<file path="src/sdcu_pkg.sv">
package sdcu_pkg;

  // ----------------------------------------------------------------
  // Widths
  // ----------------------------------------------------------------
  localparam int WORD_W = 16;
  localparam int NIB_W = 4;
  localparam int BYTE_W = 8;
  localparam int FADDR_W = 12;
  localparam int PORT_W = 4;
  localparam int PAGE_LSB = 6;
  localparam int SYNC_W = 10;

  // ----------------------------------------------------------------
  // Select codes for nibble writes
  // ----------------------------------------------------------------
  localparam logic [3:0] SEL_DHW0 = 4'h0;
  localparam logic [3:0] SEL_DHW3 = 4'h3;
  localparam logic [3:0] SEL_PFA0 = 4'h4;
  localparam logic [3:0] SEL_PFA3 = 4'h7;
  localparam logic [3:0] SEL_CMD = 4'h8;
  localparam logic [3:0] SEL_MODE = 4'h9;

  // ----------------------------------------------------------------
  // Command codes
  // ----------------------------------------------------------------
  localparam logic [3:0] CMD_PORT_WR = 4'h0;
  localparam logic [3:0] CMD_FLASH_WR = 4'h1;
  localparam logic [3:0] CMD_PORT_RD = 4'h2;
  localparam logic [3:0] CMD_FLASH_RD = 4'h3;
  localparam logic [3:0] CMD_ACC_RD = 4'h4;
  localparam logic [3:0] CMD_PCMEM_RD = 4'h5;
  localparam logic [3:0] CMD_PC_RD = 4'h6;
  localparam logic [3:0] CMD_HALT = 4'h7;
  localparam logic [3:0] CMD_START = 4'h8;
  localparam logic [3:0] CMD_STEP = 4'h9;
  localparam logic [3:0] CMD_PC_CLR = 4'hA;
  localparam logic [3:0] CMD_MOD_RST = 4'hB;
  localparam logic [3:0] CMD_NOP = 4'hC;
  localparam logic [3:0] CMD_PAGE_ERASE = 4'hD;
  localparam logic [3:0] CMD_PART_ERASE = 4'hE;
  localparam logic [3:0] CMD_AUX_SEL = 4'hF;

  // ----------------------------------------------------------------
  // Link wire modes and reset values
  // ----------------------------------------------------------------
  localparam logic [3:0] MODE_FOUR_WIRE = 4'h0;
  localparam logic [3:0] MODE_THREE_WIRE = 4'h1;
  localparam logic [15:0] RST_WORD = 16'h0000;
  localparam logic [3:0] RST_NIB = 4'h0;
  localparam logic [11:0] RST_FADDR = 12'h000;
  localparam logic [7:0] RST_BYTE = 8'h00;
  localparam logic [5:0] PAGE_PAD = 6'h00;

  // ----------------------------------------------------------------
  // Command sequencer states
  // ----------------------------------------------------------------
  typedef enum logic [2:0] {
    ST_IDLE = 3'b000,
    ST_PORT = 3'b001,
    ST_PORT_CAPT = 3'b010,
    ST_FLASH = 3'b011
  } sdcu_state_t;

endpackage

</file>
<file path="src/sdcu_debug_unit.sv">
// Overview of operation
// Select codes 0-3 load the write nibble into data holding word nibbles 0-3.
// Select codes 4-7 load the write nibble into address register nibbles 0-3.
// Select code 8 loads the command code and starts that command.
// Select code 9 loads the link wire mode register.
// Select codes 10-15 change nothing; command 1100 does nothing.
// Command 0 writes the data word to CPU port address[3:0], CPU may run.
// Command 1 programs data low byte into flash address[11:0], CPU halted.
// Command 2 copies CPU port address[3:0] into the data word, CPU may run.
// Command 3 reads flash byte address[11:0] into data bits 7:0, halted.
// Command 4 copies the accumulator into the data word, halted.
// Command 5 reads flash byte at program counter into data bits 7:0, halted.
// Command 6 copies the program counter into the data word, halted.
// Command 7 halts the CPU; command 8 restarts it when halted.
// Command 9 when halted runs exactly one CPU cycle, stays halted.
// Command 10 when halted clears the program counter.
// Command 11 when halted resets modules, flash controller, registers D E F.
// Command 13 when halted erases the 64-byte page at address[11:6].
// Command 14 when halted erases the whole selected flash partition.
// Command 15 when halted selects auxiliary partition; next halt returns to main partition.
// CPU wins simultaneous port access; the serial access waits.
// Host should halt, snapshot, restore values, then restart.
// Flash byte writes happen only with the flash write permit set.
// Mode 0000 gives separate data lines, 0001 a shared three-wire line.
`timescale 1ns/10ps
`default_nettype none

module sdcu_debug_unit (
  // Clock and reset
  input wire logic mclk,
  input wire logic rst,
  // Host side, asynchronous to mclk
  input wire logic linkClk,
  input wire logic hostWrite,
  input wire logic [3:0] internalSelectCode,
  input wire logic [sdcu_pkg::NIB_W-1:0] writeNibble,
  // Register view
  output logic [sdcu_pkg::WORD_W-1:0] dataHoldingWord,
  output logic [3:0] linkWireMode,
  output logic sharedDataLine,
  output logic cmdBusy,
  // CPU control
  input wire logic [sdcu_pkg::WORD_W-1:0] cpuAcc,
  input wire logic [sdcu_pkg::WORD_W-1:0] cpuPc,
  output logic cpuHalt,
  output logic cpuStep,
  output logic pcClear,
  output logic moduleReset,
  // CPU port access
  input wire logic cpuPortBusy,
  input wire logic [sdcu_pkg::WORD_W-1:0] portRdData,
  output logic [sdcu_pkg::PORT_W-1:0] portAddr,
  output logic [sdcu_pkg::WORD_W-1:0] portWrData,
  output logic portWe,
  output logic portRe,
  // Flash controller
  input wire logic flashWritePermit,
  input wire logic flashDone,
  input wire logic [sdcu_pkg::BYTE_W-1:0] flashRdData,
  output logic [sdcu_pkg::FADDR_W-1:0] flashAddr,
  output logic [sdcu_pkg::BYTE_W-1:0] flashWrData,
  output logic flashWe,
  output logic flashRe,
  output logic flashPageErase,
  output logic flashPartErase,
  output logic auxPartitionSel
);
  import sdcu_pkg::*;

  // ----------------------------------------------------------------
  // Functions
  // ----------------------------------------------------------------
  function automatic logic [WORD_W-1:0] setNibble(input logic [WORD_W-1:0] w, input logic [1:0] idx,
                                                 input logic [NIB_W-1:0] n);
    logic [WORD_W-1:0] r;
    r = w;
    r[idx*NIB_W +: NIB_W] = n;
    return r;
  endfunction

  // ----------------------------------------------------------------
  // Host input synchronisation
  // ----------------------------------------------------------------
  logic [SYNC_W-1:0] syncVec;
  logic linkS, wrS, linkPrev_ff;
  logic [3:0] selS;
  logic [NIB_W-1:0] nibS;

  sdcu_sync #(.W(SYNC_W)) u_sync (
    .mclk(mclk),
    .rst(rst),
    .asyncIn({linkClk, hostWrite, internalSelectCode, writeNibble}),
    .syncOut(syncVec)
  );

  assign {linkS, wrS, selS, nibS} = syncVec;

  always_ff @(posedge mclk or posedge rst) begin
    if (rst) begin
      linkPrev_ff <= 1'b0;
    end else begin
      linkPrev_ff <= linkS;
    end
  end

  // ----------------------------------------------------------------
  // Nibble write decode
  // ----------------------------------------------------------------
  sdcu_state_t state_ff, nxt_state;
  logic isIdle, nibTake, selDhw, selPfa, selCmd, selMode;

  // Writes during a running command are dropped so the sequencer sees stable operands
  assign isIdle = (state_ff == ST_IDLE);
  assign nibTake = linkS & ~linkPrev_ff & wrS & isIdle;
  assign selDhw = nibTake && (selS <= SEL_DHW3);
  assign selPfa = nibTake && (selS >= SEL_PFA0) && (selS <= SEL_PFA3);
  assign selCmd = nibTake && (selS == SEL_CMD);
  assign selMode = nibTake && (selS == SEL_MODE);

  // ----------------------------------------------------------------
  // Registers
  // ----------------------------------------------------------------
  logic [WORD_W-1:0] dhw_ff, nxt_dhw, pfa_ff;
  logic [3:0] cmd_ff, mode_ff;
  logic go_ff, halt_ff, nxt_halt, aux_ff, nxt_aux, flashRd_ff, nxt_flashRd;
  logic nxt_step, nxt_pcClr, nxt_modRst, nxt_portWe, nxt_portRe;
  logic nxt_flashWe, nxt_flashRe, nxt_pageErase, nxt_partErase;
  logic [FADDR_W-1:0] nxt_flashAddr;

  always_ff @(posedge mclk or posedge rst) begin
    if (rst) begin
      pfa_ff <= RST_WORD;
      cmd_ff <= RST_NIB;
      mode_ff <= RST_NIB;
      go_ff <= 1'b0;
    end else begin
      if (selPfa) pfa_ff <= setNibble(pfa_ff, selS[1:0], nibS);
      if (selCmd) cmd_ff <= nibS;
      if (selMode) mode_ff <= nibS;
      go_ff <= selCmd;
    end
  end

  always_ff @(posedge mclk or posedge rst) begin
    if (rst) begin
      state_ff <= ST_IDLE;
      dhw_ff <= RST_WORD;
      halt_ff <= 1'b0;
      aux_ff <= 1'b0;
      flashRd_ff <= 1'b0;
    end else begin
      state_ff <= nxt_state;
      dhw_ff <= nxt_dhw;
      halt_ff <= nxt_halt;
      aux_ff <= nxt_aux;
      flashRd_ff <= nxt_flashRd;
    end
  end

  // ----------------------------------------------------------------
  // Command sequencer
  // ----------------------------------------------------------------
  logic [FADDR_W-1:0] pageBase;
  assign pageBase = {pfa_ff[FADDR_W-1:PAGE_LSB], PAGE_PAD};

  always_comb begin
    nxt_state = state_ff;
    nxt_dhw = dhw_ff;
    nxt_halt = halt_ff;
    nxt_aux = aux_ff;
    nxt_flashRd = flashRd_ff;
    nxt_step = 1'b0;
    nxt_pcClr = 1'b0;
    nxt_modRst = 1'b0;
    nxt_portWe = 1'b0;
    nxt_portRe = 1'b0;
    nxt_flashWe = 1'b0;
    nxt_flashRe = 1'b0;
    nxt_pageErase = 1'b0;
    nxt_partErase = 1'b0;
    nxt_flashAddr = flashAddr;
    if (selDhw) nxt_dhw = setNibble(dhw_ff, selS[1:0], nibS);
    case (state_ff)
      ST_IDLE: begin
        if (go_ff) begin
          // Halt-only commands given while running are ignored
          case (cmd_ff)
            CMD_PORT_WR: nxt_state = ST_PORT;
            CMD_PORT_RD: nxt_state = ST_PORT;
            CMD_HALT: begin
              nxt_halt = 1'b1;
              nxt_aux = 1'b0;
            end
            default: begin
              if (halt_ff) begin
                case (cmd_ff)
                  CMD_FLASH_WR: begin
                    if (flashWritePermit) begin
                      nxt_flashWe = 1'b1;
                      nxt_flashAddr = pfa_ff[FADDR_W-1:0];
                      nxt_flashRd = 1'b0;
                      nxt_state = ST_FLASH;
                    end
                  end
                  CMD_FLASH_RD: begin
                    nxt_flashRe = 1'b1;
                    nxt_flashAddr = pfa_ff[FADDR_W-1:0];
                    nxt_flashRd = 1'b1;
                    nxt_state = ST_FLASH;
                  end
                  CMD_PCMEM_RD: begin
                    nxt_flashRe = 1'b1;
                    nxt_flashAddr = cpuPc[FADDR_W-1:0];
                    nxt_flashRd = 1'b1;
                    nxt_state = ST_FLASH;
                  end
                  CMD_ACC_RD: nxt_dhw = cpuAcc;
                  CMD_PC_RD: nxt_dhw = cpuPc;
                  CMD_START: nxt_halt = 1'b0;
                  CMD_STEP: nxt_step = 1'b1;
                  CMD_PC_CLR: nxt_pcClr = 1'b1;
                  CMD_MOD_RST: nxt_modRst = 1'b1;
                  CMD_PAGE_ERASE: begin
                    nxt_pageErase = 1'b1;
                    nxt_flashAddr = pageBase;
                    nxt_flashRd = 1'b0;
                    nxt_state = ST_FLASH;
                  end
                  CMD_PART_ERASE: begin
                    nxt_partErase = 1'b1;
                    nxt_flashRd = 1'b0;
                    nxt_state = ST_FLASH;
                  end
                  CMD_AUX_SEL: nxt_aux = 1'b1;
                  default: nxt_state = ST_IDLE;
                endcase
              end
            end
          endcase
        end
      end
      ST_PORT: begin
        // The CPU owns the ports whenever it is using them
        if (!cpuPortBusy) begin
          if (cmd_ff == CMD_PORT_WR) begin
            nxt_portWe = 1'b1;
            nxt_state = ST_IDLE;
          end else begin
            nxt_portRe = 1'b1;
            nxt_state = ST_PORT_CAPT;
          end
        end
      end
      ST_PORT_CAPT: begin
        nxt_dhw = portRdData;
        nxt_state = ST_IDLE;
      end
      ST_FLASH: begin
        if (flashDone) begin
          if (flashRd_ff) begin
            nxt_dhw = {dhw_ff[WORD_W-1:BYTE_W], flashRdData};
          end
          nxt_state = ST_IDLE;
        end
      end
      default: nxt_state = ST_IDLE;
    endcase
  end

  // ----------------------------------------------------------------
  // Output flops
  // ----------------------------------------------------------------
  always_ff @(posedge mclk or posedge rst) begin
    if (rst) begin
      cpuStep <= 1'b0;
      pcClear <= 1'b0;
      moduleReset <= 1'b0;
      portWe <= 1'b0;
      portRe <= 1'b0;
      flashWe <= 1'b0;
      flashRe <= 1'b0;
      flashPageErase <= 1'b0;
      flashPartErase <= 1'b0;
      flashAddr <= RST_FADDR;
      flashWrData <= RST_BYTE;
      portAddr <= RST_NIB;
      portWrData <= RST_WORD;
    end else begin
      cpuStep <= nxt_step;
      pcClear <= nxt_pcClr;
      moduleReset <= nxt_modRst;
      portWe <= nxt_portWe;
      portRe <= nxt_portRe;
      flashWe <= nxt_flashWe;
      flashRe <= nxt_flashRe;
      flashPageErase <= nxt_pageErase;
      flashPartErase <= nxt_partErase;
      flashAddr <= nxt_flashAddr;
      flashWrData <= dhw_ff[BYTE_W-1:0];
      portAddr <= pfa_ff[PORT_W-1:0];
      portWrData <= dhw_ff;
    end
  end

  assign dataHoldingWord = dhw_ff;
  assign linkWireMode = mode_ff;
  assign sharedDataLine = (mode_ff == MODE_THREE_WIRE);
  assign cmdBusy = ~isIdle | go_ff;
  assign cpuHalt = halt_ff;
  assign auxPartitionSel = aux_ff;
endmodule // sdcu_debug_unit

`default_nettype wire

</file>
<file path="src/sdcu_sync.sv">
`timescale 1ns/10ps
`default_nettype none

module sdcu_sync #(
  parameter int W = 1
) (
  // Clock and reset
  input wire logic mclk,
  input wire logic rst,
  // Data
  input wire logic [W-1:0] asyncIn,
  output logic [W-1:0] syncOut
);

  logic [W-1:0] meta_ff;

  // Meta stage is read only by the second stage
  always_ff @(posedge mclk or posedge rst) begin
    if (rst) begin
      meta_ff <= '0;
      syncOut <= '0;
    end else begin
      meta_ff <= asyncIn;
      syncOut <= meta_ff;
    end
  end

endmodule // sdcu_sync

`default_nettype wire
</file>
<file path="config.mk">
export PLATFORM = sky130hd
export DESIGN_NAME = sdcu_debug_unit
export DESIGN_NICKNAME = d
export VERILOG_FILES = /design/src/sdcu_pkg.sv /design/src/sdcu_debug_unit.sv /design/src/sdcu_sync.sv
export SDC_FILE = /design/constraint.sdc
export NUM_CORES = 1
export LEC_CHECK = 0
export BUFFER_PORTS_ARGS = -buffer_cell sky130_fd_sc_hd__buf_2
export CELL_PAD_IN_SITES_DETAIL_PLACEMENT = 1
export CELL_PAD_IN_SITES_GLOBAL_PLACEMENT = 1
export CORE_MARGIN = 2
export CORE_UTILIZATION = 36
export DETAILED_ROUTE_END_ITERATION = 12
export PLACE_DENSITY = 0.74
export SYNTH_ARGS = -nofsm -noshare
export SYNTH_HDL_FRONTEND = slang
export SYNTH_SLANG_ARGS = --single-unit
</file>
<file path="constraint.sdc">
create_clock -name mclk -period 3.39 [get_ports mclk]
set_clock_uncertainty 0.1 [all_clocks]
set_input_delay 0.678 -clock mclk [delete_from_list [all_inputs] [get_ports mclk]]
set_output_delay 0.678 -clock mclk [all_outputs]
set_load 0.02 [all_outputs]
</file>
==> impl_metrics.env, run 1 <==
export IMPL_synth_seq_cells=104
export IMPL_drc=0
export IMPL_die_area_um2=14300
export IMPL_ctsRootBufferMaster="clkbuf_16"
export IMPL_syn_inst=418
export IMPL_initial_core_util=0.367
export IMPL_r2r_cells=4
export IMPL_cts_buffer_depth=2
export IMPL_place_area_um2=5650
export IMPL_drv_cap=0
export IMPL_switching_share=0.316
export IMPL_power_leakage_nw=2.72
export IMPL_internal_power_mw=2.14
export IMPL_row_count=42
export IMPL_arrival_ps=1690
export IMPL_power_frac_clock=0.305
export IMPL_cts_htree_levels=3
export IMPL_grt_overflow=0
export IMPL_post_place_cells=712
export IMPL_seqCellArea_um2=2600
export IMPL_min_from="u_sync.meta_ff[5]"
export IMPL_yosys_area_top_type_share=0.540
export IMPL_ff2ff_setup_slack_ps=1000
export IMPL_wl_per_cell_um=19.5
export IMPL_grt_usage=0.204
export IMPL_die_y_um=120
export IMPL_async_reset_ff_frac=1.00
export IMPL_synth_cell_types=57
export IMPL_criticalPathCategory="flop to primary output"
export IMPL_drt_vias_per_instance=5.37
export IMPL_first_global_vias=4203
export IMPL_finalWorstPathRequiredPeriod_ps=2470
export IMPL_crit_chain="buf_4 -> or3_1 -> buf_2"
export IMPL_p_sw_mw=0.990
export IMPL_drtIter0Drc=201
export IMPL_cts_sinks=104
export IMPL_hold_path_cell_count=0
export IMPL_total_power_mw=3.13
export IMPL_tightest_slew_ps=878
export IMPL_clock_latency_ps=360
export IMPL_numCtsBuffers=9
export IMPL_setup_viol=0
export IMPL_grt_max_degree=50
export IMPL_fin_util=0.450
export IMPL_start_kind="flop"
export IMPL_portBuffers=143
export IMPL_cts_tree="built"
export IMPL_hold_path_end="u_sync.syncOut[5]"
export IMPL_ctsResizeCount=0
export IMPL_drive_above_1_share=0.367
export IMPL_syn_avg_cell_area_um2=11.5
export IMPL_power_density_nw_per_um2=529
export IMPL_yosys_warnings=0
export IMPL_design_area_um2=5920
export IMPL_hold_viol=0
export IMPL_dpl_hpwl_um=10500
export IMPL_syn_nets=494
export IMPL_core_um2=13100
export IMPL_synth_top_area_cell="dfrtp_1"
export IMPL_num_vias=3901
export IMPL_post_cts_buffers=0
export IMPL_drt_wl_total_um=14200
export IMPL_max_freq_mhz=406
export IMPL_combPwrFrac=0.212
export IMPL_grt_pass1_wl_um=22600
export IMPL_fillers=1498
export IMPL_ir_worst_vdd_mv=0.234
export IMPL_rsz0062_at_grt="no"
export IMPL_max_slew_margin_rel=0.413
export IMPL_cp_end_kind="primary output"
export IMPL_post_route_period_util=0.727
export IMPL_hp_class="flop to flop"
export IMPL_crit_required_ps=2610
export IMPL_fin_cells=727
export IMPL_ant_nets=0
export IMPL_final_nets=623
export IMPL_io_pins=144
export IMPL_whs_ps=249
export IMPL_cts_hold_fix_buffers=0
export IMPL_synth_edf_count=0
export IMPL_slew_violations=0
export IMPL_timing_rr_end="dataHoldingWord[8]"
export IMPL_clk_pin_slew_worst_paths_ps=70
export IMPL_setup_slack_ps=925
export IMPL_reg2reg_from="state_ff[1]"
export IMPL_run_status="completed"
export IMPL_pwr_share_seq=0.483
export IMPL_firstDrtPassIters=4
export IMPL_fin_setup_tns_ps=0
export IMPL_finalWeightedCongestion=0.835
export IMPL_synth_ff_type="dfrtp_1"
export IMPL_multi_input_area_um2=2000
export IMPL_pre_cts_slack_ps=1040
export IMPL_antenna_found_initial=0
export IMPL_n_antenna_cell=0
export IMPL_fp_dieW_um=120
export IMPL_synth_area_um2=4820
export IMPL_cp_max_fo=17
export IMPL_synth_sequential_area_ratio=0.540
export IMPL_area_growth_pct=22.8
export IMPL_critical_path_slowest_cell="dfrtp_1"
export IMPL_max_stage_delay_ps=530
export IMPL_synth_area_leaders="dfrtp_1 (54%), mux2i_1 (6.0%), mux2_2 (4.7%), o21ai_0 (3.2%), o221ai_1 (2.9%)"
placed cells by master (no fill, tap or decap), types with 2 or more instances in the layout:
master and instances:
buf_2 143, dfrtp_1 104, nand2_1 37, o21ai_0 31, mux2i_1 29, mux2_2 20, nor2_1 16, o221ai_1 16
nor3_1 10, and2_1 9, o2bb2ai_1 9, or2_2 9, clkbuf_16 9, inv_1 8, o311a_1 8, buf_4 7
a22oi_1 6, nor2b_1 5, ha_1 5, nand3_1 4, and3_1 4, nor4bb_1 4, a311oi_1 4, and2b_1 4
nand4b_1 3, and3b_1 3, nor3b_1 2, a221o_1 2, and4b_1 2, nor4b_1 2, nand2b_1 2, clkinvlp_4 2
nand3b_1 2, a31oi_1 2, or4b_1 2, clkinv_4 2, clkinv_2 2
power groups by stage:
stage	combinational (mW)	sequential, mW	clock (mW)
finish	0.662	1.51	0.955
floorplan	0.310	1.64	0
CTS	0.670	1.51	0.978
detailed placement	0.668	1.53	0
global placement	0.654	1.52	0
global route	0.710	1.53	1.03
cells in the mapped netlist (5+ instances only):
cell type	n
dfrtp_1	104
nand2_1	37
o21ai_0	31
mux2i_1	29
mux2_2	20
nor2_1	16
o221ai_1	16
buf_4	12
clkbuf_1	12
nor3_1	10
and2_1	9
inv_1	9
o2bb2ai_1	9
or2_2	9
o311a_1	8
a22oi_1	6
buf_2	5
ha_1	5
nor2b_1	5
worst max-delay path: cells and delay by family, from the launching register on:
family,cells,cell delay (ps)
buf+inv,2,440
simple gates,1,360
flops,1,530
sequential cells by signal (all words and copies together), names as in the netlist, 2 cells and up:
name	flops
dataHoldingWord	16
flashAddr	12
pfa_ff	12
u_sync.meta_ff	10
u_sync.syncOut	10
portWrData	9
flashWrData	7
cmd_ff	4
linkWireMode	4
portAddr	4
state_ff	2
how the worst max path moves through the flow:
stage	start	end	cells after the start
floorplan	state_ff[0]	cmdBusy	4
global placement	state_ff[1]	dataHoldingWord[8]	4
detailed placement	state_ff[1]	dataHoldingWord[12]	4
CTS	state_ff[1]	cmdBusy	3
global route	cmd_ff[2]	dataHoldingWord[8]	4
finish	state_ff[1]	cmdBusy	3
layout make-up:
cell class | instances | share of cell area
timing repair buffer | 151 | 0.133
multi-input combinational | 272 | 0.339
sequential | 104 | 0.440
inverter | 9 | 0.00634
clock buffer | 10 | 0.0387
tap | 176 | 0.0372
clock inverter | 5 | 0.00592
per-layer routing:
metal	global-route usage	wire length (µm)
met2	0.351	7120
met5	0	0
met3	0.0342	689
met4	0.0750	242
met1	0.259	6110
kinds of logic (layout without fill, tap and decap cells):
logic type,Yosys count,count (layout),synth area share
xor+xnor,1,1,0.00182
mux,50,50,0.110
compound gates,89,89,0.137
buf+inv,42,175,0.0454
simple gates,127,127,0.153
fa+ha+maj,5,5,0.0130
flops,104,104,0.540
No activity file was read; power rests on OpenSTA's default activity.
==> run 2, diff against run 1 <==
- ABC_AREA: not set -> 1
- CORE_UTILIZATION: 36 -> 38
- PLACE_DENSITY: 0.74 -> 0.78
- clock period: 3.39 -> 2.45 ns (I/O delays scaled with it)
==> impl_metrics.env, run 2 <==
export IMPL_syn_inst=567
export IMPL_critical_path_slowest_cell="dfrtp_1"
export IMPL_cts_buffer_depth=2
export IMPL_fp_dieW_um=118
export IMPL_cts_hold_fix_buffers=0
export IMPL_cp_end_kind="flop"
export IMPL_synth_adder_area_share=0.0127
export IMPL_drt_vias_per_instance=4.91
export IMPL_setup_slack_ps=355
export IMPL_cts_htree_levels=3
export IMPL_max_slew_margin_rel=0.520
export IMPL_pwr_share_seq=0.462
export IMPL_largest_reg_flops=16
export IMPL_tightest_slew_ps=718
export IMPL_syn_avg_cell_area_um2=8.66
export IMPL_synth_sequential_area_ratio=0.530
export IMPL_hp_class="input pin to asynchronous set/reset pin"
export IMPL_cp_num_buf_inv=1
export IMPL_crit_chain="inv_1 -> ha_1 -> nor2_1 -> nand3_1 -> nand2_1 -> o21ai_0 -> nand2_1 -> nand3_1 -> nand3_1"
export IMPL_core_um2=12600
export IMPL_grt_pass1_wl_um=25200
export IMPL_dpl_hpwl_um=11900
export IMPL_final_nets=787
export IMPL_finalWeightedCongestion=0.840
export IMPL_power_leakage_nw=3.29
export IMPL_drc=0
export IMPL_synth_area_leaders="dfrtp_1 (53%), nand2_1 (11%), inv_1 (5.7%), nand3_1 (5.4%), nor2_1 (3.2%)"
export IMPL_fin_setup_tns_ps=0
export IMPL_clk_pin_slew_worst_paths_ps=80
export IMPL_area_growth_pct=23.5
export IMPL_synth_ff_type="dfrtp_1"
export IMPL_crit_required_ps=2640
export IMPL_power_frac_clock=0.307
export IMPL_synth_simple_area_share=0.249
export IMPL_num_vias=4357
export IMPL_die_area_um2=13800
export IMPL_internal_power_mw=2.99
export IMPL_synth_area_um2=4910
export IMPL_switching_share=0.334
export IMPL_layout_common_cells="nand2_1 (148), buf_2 (143), dfrtp_1 (104)"
export IMPL_start_kind="flop"
export IMPL_yosys_area_top_type_share=0.530
export IMPL_syn_nets=643
export IMPL_n_antenna_cell=0
export IMPL_grt_overflow=0
export IMPL_firstDrtPassIters=4
export IMPL_initial_core_util=0.389
export IMPL_antenna_found_initial=0
export IMPL_max_freq_mhz=477
export IMPL_hold_viol=0
export IMPL_async_reset_ff_frac=1.00
export IMPL_post_route_period_util=0.855
export IMPL_drtIter0Drc=307
export IMPL_ir_worst_vdd_mv=0.316
export IMPL_arrival_ps=2290
export IMPL_cts_tree="built"
export IMPL_finalWorstPathRequiredPeriod_ps=2100
export IMPL_die_y_um=118
export IMPL_ctsRootBufferMaster="clkbuf_16"
export IMPL_yosys_warnings=0
export IMPL_synth_top_family_by_area="simple AND/OR/NAND/NOR gates"
export IMPL_grt_max_degree=30
export IMPL_post_cts_buffers=0
export IMPL_slew_violations=0
export IMPL_cp_max_fo=12
export IMPL_max_stage_delay_ps=560
export IMPL_run_status="completed"
export IMPL_synth_cell_types=40
export IMPL_synth_common_cells="nand2_1 (148), dfrtp_1 (104), inv_1 (74)"
export IMPL_synth_area_mux_share=0.00815
export IMPL_cp_top_family="simple AND/OR/NAND/NOR gates"
export IMPL_p_sw_mw=1.50
export IMPL_critPathMostFrequentCell="nand3_1"
export IMPL_yosysMostFrequentCell="nand2_1"
export IMPL_cts_sinks=104
export IMPL_drv_cap=0
export IMPL_numCtsBuffers=9
export IMPL_power_density_nw_per_um2=740
export IMPL_ant_nets=0
export IMPL_criticalPathCategory="flop to flop"
export IMPL_io_pins=144
export IMPL_synth_seq_cells=104
export IMPL_setup_viol=0
export IMPL_synth_xor_area_share=0
export IMPL_synth_edf_count=0
export IMPL_pre_cts_slack_ps=353
export IMPL_wl_per_cell_um=17.5
export IMPL_ctsResizeCount=0
export IMPL_row_count=41
export IMPL_first_global_vias=4577
export IMPL_synth_compound_area_share=0.109
export IMPL_drive_above_1_share=0.278
export IMPL_combPwrFrac=0.231
export IMPL_synth_top_area_cell="dfrtp_1"
export IMPL_grt_usage=0.234
export IMPL_drt_wl_total_um=15500
export IMPL_portBuffers=143
export IMPL_rsz0062_at_grt="no"
export IMPL_clock_latency_ps=360
export IMPL_layout_commonest_cell="nand2_1"
run 2: metrics by stage:
step	power, mW	util	cells	hold WS [ps]	area (µm²)
after floorplan	2.77	-	567	231	4910
after global placement	3.11	0.459	872	233	5790
after detailed placement	3.15	0.459	872	236	5790
after CTS	4.54	0.480	888	126	6060
after global routing	4.73	0.480	888	129	6060
final	4.49	0.480	888	139	6060
run 2: logic make-up after synthesis:
group / Yosys count
AO/OA/AOI/OAI: 87
flip-flops: 104
multiplexers: 4
AND/OR/NAND/NOR: 270
buffers and inverters: 97
adder cells (fa/ha/maj): 5
run 2: final timing paths:
check / end / slack [ps] / start / cells past startpoint
min in group mclk: u_sync.meta_ff[3] / 140 / writeNibble[3] / 1
min: flashAddr[4] / 140 / rst / 2
max reg2reg: dataHoldingWord[3] / 350 / u_sync.syncOut[4] / 9
max in group asynchronous: u_sync.syncOut[1] / 1530 / rst / 3
max: dataHoldingWord[3] / 350 / u_sync.syncOut[4] / 9
min reg2reg: u_sync.syncOut[2] / 250 / u_sync.meta_ff[2] / 0
run 2: power by group through the flow:
stage	Combinational [mW]	Clock [mW]	Sequential [mW]
6_report	1.04	1.38	2.08
3_3_place_gp	1.02	0	2.09
5_1_grt	1.14	1.48	2.10
4_1_cts	1.05	1.41	2.08
3_5_place_dp	1.04	0	2.11
2_1_floorplan	0.483	0	2.29
run 2: worst register-to-register path, stage by stage, from the launching register on:
cell and delay [ps]:
dfrtp_1 560, inv_1 150, ha_1 350, nor2_1 340
nand3_1 150, nand2_1 90, o21ai_0 80, nand2_1 70
nand3_1 70, nand3_1 80
run 2: layout make-up:
| cell class | instances | area [µm²] |
|---|---|---|
| Clock inverter | 4 | 30.0 |
| Multi-Input combinational cell | 366 | 1860 |
| Sequential cell | 104 | 2600 |
| Tap cell | 172 | 215 |
| Timing Repair Buffer | 150 | 806 |
| Inverter | 80 | 304 |
| Fill cell | 1593 | 6560 |
| Clock buffer | 12 | 246 |
run 2: per-layer routing:
metal | wire (µm) | share of wire | up-vias | track usage
li1 | - | - | 2101 | -
met1 | 7180 | 0.46 | 2099 | 0.314
met2 | 7180 | 0.46 | 136 | 0.373
met3 | 724 | 0.047 | 21 | 0.0402
met4 | 432 | 0.028 | 0 | 0.102
met5 | 0 | 0 | - | 0
